$ cat config.mk
export PLATFORM = sky130hd
export DESIGN_NAME = analog_input_scaling
export DESIGN_NICKNAME = d
export VERILOG_FILES = /design/src/hw/analog_scaling_pkg.sv /design/src/hw/scale_divider.sv /design/src/hw/analog_input_scaling.sv
export SDC_FILE = /design/constraint.sdc
export NUM_CORES = 2
export LEC_CHECK = 0
export BUFFER_PORTS_ARGS = -buffer_cell sky130_fd_sc_hd__buf_2
export CAP_MARGIN = 20
export CELL_PAD_IN_SITES_DETAIL_PLACEMENT = 0
export CELL_PAD_IN_SITES_GLOBAL_PLACEMENT = 1
export CORE_MARGIN = 4
export CORE_UTILIZATION = 25
export DETAILED_ROUTE_END_ITERATION = 7
export GPL_ROUTABILITY_DRIVEN = 0
export PLACE_DENSITY_LB_ADDON = 0.15
export SETUP_SLACK_MARGIN = 0.5
export SYNTH_ARGS = -nofsm -noshare
export SYNTH_HDL_FRONTEND = slang
export SYNTH_SLANG_ARGS = --single-unit
$ cat constraint.sdc
create_clock -name core_clk -period 14.4 [get_ports core_clk]
set_clock_uncertainty 0.05 [all_clocks]
set_input_delay 2.16 -clock core_clk [delete_from_list [all_inputs] [get_ports core_clk]]
set_output_delay 2.16 -clock core_clk [all_outputs]
set_load 0.02 [all_outputs]
$ cat src/hw/analog_scaling_pkg.sv
// Package: constants and carriers for the analog input scaling block
// Functional notes
// - Count of inputs reads two; results read-only
// - Second input optional, valid only when fitted
// - Results in user units: offset and ratio
// - Offset added first, then multiply and divide
// - Default settings give raw converter count
// - Voltage input: 0..1023 digits, 1023 = 3.3 V
// - Current input: full scale 1023 = 20 mA
// - Signed 16-bit multiplier per input, default one
// - Signed 16-bit divisor per input divides product
`default_nettype none
package analog_scaling_pkg;
    // ==========================================================
    // Object dictionary indices and sub-entries
    localparam logic [15:0] IDX_RESULT      = 16'h3320;  // Result values
    localparam logic [15:0] IDX_OFFSET      = 16'h3321;  // Offsets
    localparam logic [15:0] IDX_MULT        = 16'h3322;  // Multipliers
    localparam logic [15:0] IDX_DIV         = 16'h3323;  // Divisors
    localparam logic [7:0]  SUB_COUNT       = 8'h00;     // Number of entries
    localparam logic [7:0]  NUM_INPUTS      = 8'h02;     // Input count
    // ==========================================================
    // Reset values
    localparam logic [31:0] RESULT_RST      = 32'h00000000;
    localparam logic [15:0] OFFSET_RST      = 16'h0000;
    localparam logic [15:0] MULT_RST        = 16'h0001;
    localparam logic [15:0] DIV_RST         = 16'h0001;
    // ==========================================================
    // Converter scale
    localparam logic [9:0]  RAW_FULL_SCALE  = 10'h3FF;   // 1023 digits
    localparam int          FULL_SCALE_MV   = 3300;      // Voltage full scale
    localparam int          FULL_SCALE_UA   = 20000;     // Current full scale
    localparam logic [5:0]  DIV_CYCLES      = 6'h22;     // Cycles from divider load to done
    // ==========================================================
    // Sample from the converter
    typedef struct packed {
        logic       valid;   // One-cycle strobe
        logic       chan;    // Input number 0/1
        logic [9:0] raw;     // Raw digits
    } adc_sample_t;
    // Object access request
    typedef struct packed {
        logic        wr;     // Write strobe
        logic        rd;     // Read strobe
        logic [15:0] index;  // Object index
        logic [7:0]  sub;    // Sub-index
        logic [31:0] wdata;  // Write data
    } od_req_t;
endpackage : analog_scaling_pkg
`default_nettype wire

$ cat src/hw/scale_divider.sv
// Signed restoring divider used by the scaling datapath
`timescale 1ns/10ps
`default_nettype none
module scale_divider #(
    parameter int NUM_W = 33,
    parameter int DEN_W = 16
) (
    // Clock and reset
    input  wire logic                    core_clk,
    input  wire logic                    rst_b,
    input  wire logic                    clk_en,
    // Request
    input  wire logic                    start,
    input  wire logic signed [NUM_W-1:0] numer,
    input  wire logic signed [DEN_W-1:0] denom,
    // Answer
    output logic                         busy,
    output logic                         done,
    output logic signed [31:0]           quot
);
    // ==========================================================
    // Working state
    logic [NUM_W-1:0]   mag_q;       // Quotient shift register
    logic [NUM_W:0]     rem;         // Partial remainder
    logic [DEN_W-1:0]   mag_d;       // Divisor magnitude
    logic               neg;         // Result sign
    logic [5:0]         count;       // Iterations left
    // Trial subtraction of the next remainder
    wire  [NUM_W:0]     shifted   = {rem[NUM_W-1:0], mag_q[NUM_W-1]};
    wire  [NUM_W:0]     trial     = shifted - {{(NUM_W+1-DEN_W){1'b0}}, mag_d};
    wire                fits      = ~trial[NUM_W];
    wire  [NUM_W-1:0]   abs_n     = numer[NUM_W-1] ? NUM_W'(-numer) : NUM_W'(numer);
    wire  [DEN_W-1:0]   abs_d     = denom[DEN_W-1] ? DEN_W'(-denom) : DEN_W'(denom);
    wire  [NUM_W-1:0]   signed_q  = neg ? NUM_W'(-mag_q) : mag_q;

    // ==========================================================
    // Iterate one quotient bit per cycle; truncates toward zero
    always_ff @(posedge core_clk or negedge rst_b) begin
        if (!rst_b) begin
            mag_q <= '0;
            rem   <= '0;
            mag_d <= '0;
            neg   <= 1'b0;
            count <= 6'h00;
            busy  <= 1'b0;
            done  <= 1'b0;
            quot  <= 32'sh00000000;
        end else if (clk_en) begin
            done <= 1'b0;
            if (start && !busy) begin
                // Load magnitudes, keep sign aside
                mag_q <= abs_n;
                rem   <= '0;
                mag_d <= abs_d;
                neg   <= numer[NUM_W-1] ^ denom[DEN_W-1];
                count <= 6'(NUM_W);
                busy  <= 1'b1;
            end else if (busy) begin
                if (count == 6'h00) begin
                    // Result is 32 bits: product of 17x16 bits fits easily
                    quot <= signed_q[31:0];
                    done <= 1'b1;
                    busy <= 1'b0;
                end else begin
                    rem   <= fits ? trial : shifted;
                    mag_q <= {mag_q[NUM_W-2:0], fits};
                    count <= count - 6'h01;
                end
            end
        end
    end
endmodule : scale_divider
`default_nettype wire

$ cat src/hw/analog_input_scaling.sv
// Analog input scaling: offset, multiply, divide, result objects
`timescale 1ns/10ps
`default_nettype none
module analog_input_scaling #(
    parameter bit INPUT2_PRESENT = 1'b1   // Second input fitted
) (
    // Clock, reset, enable
    input  wire logic                             core_clk,
    input  wire logic                             rst_b,
    input  wire logic                             clk_en,
    // Converter samples, same clock domain
    input  wire analog_scaling_pkg::adc_sample_t  adc_sample,
    // Object dictionary access
    input  wire analog_scaling_pkg::od_req_t      od_req,
    output logic                                  od_ack,
    output logic                                  od_err,
    output logic [31:0]                           od_rdata,
    // Status
    output logic                                  div_zero,
    output logic                                  scale_busy
);
    // ==========================================================
    // Per-input settings and results
    logic signed [15:0] offset   [2];  // Added to raw digits
    logic signed [15:0] mult     [2];  // Multiplier
    logic signed [15:0] divisor  [2];  // Divisor
    logic signed [31:0] result   [2];  // Scaled values
    logic        [1:0]  pend;          // Sample waiting per input
    logic        [9:0]  pend_raw [2];  // Raw value waiting
    logic               cur;           // Input in the divider

    // Sequencer states
    typedef enum logic [1:0] {
        S_IDLE = 2'b00,
        S_DIV  = 2'b01
    } seq_state_t;
    seq_state_t         state;
    seq_state_t         next_state;

    // ==========================================================
    // Request decode
    wire         sub_ok   = (od_req.sub == 8'h01) || (od_req.sub == 8'h02 && INPUT2_PRESENT);
    wire         sel      = od_req.sub == 8'h02;
    wire         is_res   = od_req.index == analog_scaling_pkg::IDX_RESULT;
    wire         is_cfg   = od_req.index == analog_scaling_pkg::IDX_OFFSET ||
                            od_req.index == analog_scaling_pkg::IDX_MULT   ||
                            od_req.index == analog_scaling_pkg::IDX_DIV;
    wire         is_cnt   = od_req.sub == analog_scaling_pkg::SUB_COUNT;
    wire         known    = (is_res || is_cfg) && (is_cnt || sub_ok);
    // Results and counts refuse writes
    wire         wr_ok    = od_req.wr && is_cfg && sub_ok;
    wire         req      = od_req.wr || od_req.rd;
    wire         bad      = !known || (od_req.wr && !wr_ok);

    // Read mux: count, then per-index entry
    logic [31:0] rd_val;
    always_comb begin
        // Default answer for unknown objects
        rd_val = 32'h00000000;
        if (is_cnt) begin
            rd_val = {24'h000000, analog_scaling_pkg::NUM_INPUTS};
        end else begin
            case (od_req.index)
                analog_scaling_pkg::IDX_RESULT: rd_val = result[sel];
                analog_scaling_pkg::IDX_OFFSET: rd_val = {{16{offset[sel][15]}}, offset[sel]};
                analog_scaling_pkg::IDX_MULT:   rd_val = {{16{mult[sel][15]}}, mult[sel]};
                analog_scaling_pkg::IDX_DIV:    rd_val = {{16{divisor[sel][15]}}, divisor[sel]};
                default:                        rd_val = 32'h00000000;
            endcase
        end
    end

    // ==========================================================
    // Datapath: offset first, then product, then divide
    // Input 0 is served first when both wait
    wire                 next_sel = !pend[0];
    wire  [9:0]          raw_now  = pend_raw[next_sel];
    // Raw count is 0..1023 digits, unsigned
    wire  signed [16:0]  sum      = $signed({7'h00, raw_now}) + 17'(offset[next_sel]);
    // Both factors widened first so the product is never cut to the sum's width
    wire  signed [32:0]  product  = 33'(sum) * 33'(mult[next_sel]);
    wire                 zero_div = divisor[next_sel] == 16'sh0000;
    wire                 launch   = (state == S_IDLE) && (pend != 2'b00) && !zero_div;
    wire                 skip     = (state == S_IDLE) && (pend != 2'b00) && zero_div;
    logic                dv_busy;
    logic                dv_done;
    logic signed [31:0]  dv_quot;

    // Sequential divider; one result per 36 cycles
    scale_divider #(
        .NUM_W (33),
        .DEN_W (16)
    ) u_div (
        .core_clk (core_clk),
        .rst_b    (rst_b),
        .clk_en   (clk_en),
        .start    (launch),
        .numer    (product),
        .denom    (divisor[next_sel]),
        .busy     (dv_busy),
        .done     (dv_done),
        .quot     (dv_quot)
    );

    // Sequencer next state
    always_comb begin
        next_state = state;
        case (state)
            S_IDLE:  if (launch) next_state = S_DIV;
            S_DIV:   if (dv_done) next_state = S_IDLE;
            default: next_state = S_IDLE;
        endcase
    end

    // ==========================================================
    // Settings registers and object answers
    always_ff @(posedge core_clk or negedge rst_b) begin
        if (!rst_b) begin
            for (int i = 0; i < 2; i++) begin
                offset[i]  <= analog_scaling_pkg::OFFSET_RST;
                mult[i]    <= analog_scaling_pkg::MULT_RST;
                divisor[i] <= analog_scaling_pkg::DIV_RST;
            end
            od_ack   <= 1'b0;
            od_err   <= 1'b0;
            od_rdata <= 32'h00000000;
        end else if (clk_en) begin
            od_ack <= req;
            od_err <= req && bad;
            if (od_req.rd && !bad) od_rdata <= rd_val;
            if (wr_ok) begin
                // Write the selected setting
                case (od_req.index)
                    analog_scaling_pkg::IDX_OFFSET: offset[sel]  <= od_req.wdata[15:0];
                    analog_scaling_pkg::IDX_MULT:   mult[sel]    <= od_req.wdata[15:0];
                    default:                        divisor[sel] <= od_req.wdata[15:0];
                endcase
            end
        end
    end

    // ==========================================================
    // Sample capture, sequencing and results
    always_ff @(posedge core_clk or negedge rst_b) begin
        if (!rst_b) begin
            pend     <= 2'b00;
            pend_raw <= '{10'h000, 10'h000};
            result   <= '{analog_scaling_pkg::RESULT_RST, analog_scaling_pkg::RESULT_RST};
            cur      <= 1'b0;
            state    <= S_IDLE;
            div_zero <= 1'b0;
        end else if (clk_en) begin
            state <= next_state;
            // Clear the served slot before catching a new sample: newest wins
            if (launch || skip) pend[next_sel] <= 1'b0;
            if (launch) cur <= next_sel;
            if (adc_sample.valid && (!adc_sample.chan || INPUT2_PRESENT)) begin
                pend[adc_sample.chan]     <= 1'b1;
                pend_raw[adc_sample.chan] <= adc_sample.raw;
            end
            // Zero divisor: drop sample, keep old result
            if (skip) div_zero <= 1'b1;
            else if (launch) div_zero <= 1'b0;
            if (dv_done) result[cur] <= dv_quot;
        end
    end

    assign scale_busy = dv_busy || (state != S_IDLE);

    // ==========================================================
    // Checks
    property p_zero_hold;
        @(posedge core_clk) disable iff (!rst_b)
        (clk_en && skip) |=> (clk_en ? $stable(result[0]) && $stable(result[1]) : 1'b1) && div_zero;
    endproperty
    a_zero_hold: assert property (p_zero_hold) else $error("zero divisor changed result");

    property p_ro_results;
        @(posedge core_clk) disable iff (!rst_b)
        (clk_en && od_req.wr && is_res) |=> od_err;
    endproperty
    a_ro_results: assert property (p_ro_results) else $error("result write not refused");

    property p_count;
        @(posedge core_clk) disable iff (!rst_b)
        (clk_en && od_req.rd && is_cnt && is_res) |=> od_rdata == 32'h00000002;
    endproperty
    a_count: assert property (p_count) else $error("input count not two");

    property p_opt2;
        @(posedge core_clk) disable iff (!rst_b)
        (!INPUT2_PRESENT && clk_en && req && sel && is_res) |=> od_err;
    endproperty
    a_opt2: assert property (p_opt2) else $error("absent input answered");

    property p_default_raw;
        @(posedge core_clk) disable iff (!rst_b)
        (launch && offset[next_sel] == 16'sh0000 && mult[next_sel] == 16'sh0001 &&
         divisor[next_sel] == 16'sh0001) |-> product == 33'(raw_now);
    endproperty
    a_default_raw: assert property (p_default_raw) else $error("default scaling not raw");

    property p_order;
        @(posedge core_clk) disable iff (!rst_b)
        launch |-> product == ($signed({23'h000000, raw_now}) + 33'(offset[next_sel])) * 33'(mult[next_sel]);
    endproperty
    a_order: assert property (p_order) else $error("offset not applied first");

    property p_finish;
        @(posedge core_clk) disable iff (!rst_b)
        (clk_en && launch) |-> ##[1:80] dv_done;
    endproperty
    a_finish: assert property (p_finish) else $error("division did not finish");

    property p_mult_rst;
        @(posedge core_clk)
        $rose(rst_b) |-> mult[0] == 16'sh0001 && divisor[1] == 16'sh0001;
    endproperty
    a_mult_rst: assert property (p_mult_rst) else $error("multiplier default not one");
endmodule : analog_input_scaling
`default_nettype wire

==> summary.md <==
| Metric | Value |
|---|---|
| Outcome | completed |
| Asr flop ratio synth | 1.00 |
| RSZ-0062 raised after global routing | no |
| Final hold violations | 0 |
| Starting Density | 0.252 |
| Warnings, synthesis | 0 |
| Synth top area cells | dfrtp_1 29%, fa_1 19%, mux2_2 8.3% |
| GRT Util Overall | 0.151 |
| Most instantiated cells after synthesis | 371 x nand2_1, 363 x inv_1, 338 x dfrtp_1 |
| Setup-failing EPs final | 0 |
| Final WL | 91600 um |
| Util after Layout | 0.283 |
| Row count | 125 |
| Via count | 21700 |
| TritonCTS Buffers | 38 |
| WP data arrival | 12.85 ns |
| Post_cts resized | 0 |
| H-tree levels | 2 |
| Maximum buffer depth of the clock tree | 3 |
| Min setup slack post-route | 1.93 ns |
| CP Buf/Inv Count | 3 |
| Post-Place Setup Slack | 1.88 ns |
| Relative slew slack | 0.227 |
| R2r startpoint | pend[0] |
| Chip width | 350 um |
| Peak supply drop | 87.1 uV |
| Vias in the first global route | 23100 |
| Root buffer cell | clkbuf_16 |
| CTS tree | yes |
| Fill count | 12300 |
| Top Layer Used | met5 |
| Critical hold path startpoint | od_rdata[13] |
| Post-CTS setup repair buffer count | 0 |
| Hold_buf cts | 0 |
| Worst slew pin tran | 1.15 ns |
| Crit path time final | 12.47 ns |
| CP Capture Type | flip-flop |
| CTS Sinks | 342 |
| Layout cells sized above 1 | 0.164 |
| Number of synthesized flops with an enable pin | 0 |
| WL met2 | 43800 um |
| Initial antenna violation count | 5 |
| Final Cycle Share | 0.866 |
| Cells after DPL | 4554 |
| Met1 WL | 42700 um |
| Register bit total from synthesis | 342 |
| Vias/cell | 4.69 |
| Reg2Reg Setup Slack | 1.93 ns |
| WHS Path Cells | 2 |
| Synth Flop Type | dfrtp_1 |
| Synthesized net count | 3474 |
| FMAX | 80.2 MHz |
| Req. time, crit path | 14.78 ns |
| Gate Count Post-Synth | 3014 |
| Cell mode on critical path | fa_1 |
| Met3 WL | 2920 um |
| Worst hold path class | flip-flop to flip-flop |
| Fin cells | 4628 |
| Clock Latency Late Sink | 0.56 ns |
| CP max-delay cell | dfrtp_4 |
| Critical setup path kind | flip-flop to flip-flop |
| Synthesized area | 29300 um2 |
| Detailed Routing Iterations Pass 1 | 7 |
| Chip Height | 350 um |
| Max Transition Viols Final | 0 |
| CP Launch Type | flip-flop |
| DRT antenna net count | 0 |
| Final setup TNS | 0 ns |
| Number of max-cap violations | 0 |
| Die ar. | 123000 um2 |
| Detail Placement HPWL | 71700 um |
| Synth top area share | 0.289 |
| Grt total ovfl | 0 |
| R2R cell count | 34 |
| Hold Path Sink | od_rdata[13] |
| Core area | 116000 um2 |
| Seq/Total Area, Yosys | 0.292 |
| Post-synth top area cell | dfrtp_1 |
| Port Buffers | 92 |
| Syn_area_per_cell | 9.72 um2 |
| Max FO, Critical Path | 42 |
| Clock-pin slew on the worst setup and hold paths | 0.06 ns |
| CP delay by family, top | compound AO/OA/AOI/OAI gates |
| Top-count cell post-synth | nand2_1 |
| DR DRC count | 0 |
| Cell Area, Placed | 31500 um2 |
| Routed WL per cell | 19.8 um |
| Layout overhead on the synthesized area | 12.5% |
| Leak Pwr | 15.2 nW |
| Largest net degree at the start of global routing | 83 |
| DR iter-0 viols | 1077 |
| Global-route wire length before repair | 143000 um |
| Yosys cell types | 94 |
| FF-to-FF End | u_div.mag_q[15] |
| Fin area | 32900 um2 |
| Io pins | 109 |
| Max stage delay on crit path | 0.86 ns |
| PD cells | 109 nW/um2 |
| Nets | 3533 |
==> cell families (layout without fill, tap and decap cells) <==
kind of cell    Yosys count  after routing  share of synthesized area
flops                   342            342                      0.292
other cells               0              1                          0
fa+ha+maj               389            389                      0.236
simple gates            881            881                      0.140
mux                     285            285                      0.119
buf+inv                 489            578                     0.0655
compound gates          472            472                      0.100
xor+xnor                156            156                     0.0469
==> metrics by stage <==
step | hold WS (ns) | total power [W]
CTS | 0.429 | 0.00363
global placement | 0.412 | 0.00253
global route | 0.442 | 0.00383
finish | 0.423 | 0.00359
detailed placement | 0.415 | 0.00255
floorplan | 0.400 | 0.00216
==> report_power, final <==
part           internal, W  switching (W)  total (W)
Sequential         0.00114       0.000212    0.00135
Combinational     0.000480       0.000697    0.00118
Clock             0.000637       0.000418    0.00106
Total              0.00226        0.00133    0.00359
==> placed cells by master, fill, tap and decap left out, types with 28 or more instances in the layout <==
master,count
clkbuf_16,41
mux2i_1,39
nand2b_1,28
mux4_2,30
mux2_2,215
buf_4,48
xnor2_1,85
nand3_1,54
o21ai_0,166
and2_1,29
ha_1,115
nor2_1,214
inv_1,363
nand2_1,371
fa_1,272
a21oi_1,112
xor2_1,70
dfrtp_1,337
buf_2,91
nor3_1,45
==> cell type report <==
cell class                      count  area, um2  area share
Tap cell                         1524       1910      0.0579
Clock inverter                     13        169     0.00513
Antenna cell                        1       2.50   0.0000760
Clock buffer                       57       1180      0.0357
Sequential cell                   342       8570       0.260
Timing Repair Buffer              145        927      0.0281
Inverter                          363       1360      0.0414
Multi-Input combinational cell   2183      18800       0.572
==> registers in the layout, summed over array words and instances, names as in the netlist, 2 cells and up <==
name,count
result,64
u_div.mag_q,33
u_div.rem,33
divisor,32
mult,32
od_rdata,32
offset,32
u_div.quot,32
pend_raw,20
u_div.mag_d,16
u_div.count,6
pend,2
==> per-layer routing <==
| layer | vias to the layer above | track usage |
|---|---|---|
| met2 | 349 | 0.257 |
| met3 | 92 | 0.0156 |
| met5 | - | 0 |
| met1 | 11100 | 0.207 |
| met4 | 2 | 0.0374 |
| li1 | 10100 | - |
==> tightest hold or removal path, stage by stage (launching register included) <==
cell	delay [ns]
dfrtp_1	0.34
nand2_1	0.04
o21ai_0	0.06
==> worst max-delay path by stage <==
stage	start	endpoint	slack, ns	cells past startpoint
6_report	pend[0]	u_div.mag_q[15]	1.93	34
3_5_place_dp	pend[0]	u_div.mag_q[32]	1.88	34
3_3_place_gp	pend[0]	u_div.mag_q[32]	2.02	34
4_1_cts	pend[0]	u_div.mag_q[32]	1.85	34
2_1_floorplan	pend[0]	u_div.mag_q[14]	2.69	44
5_1_grt	pend[0]	u_div.mag_q[32]	0.90	34
No activity file was read; power rests on OpenSTA's default activity.
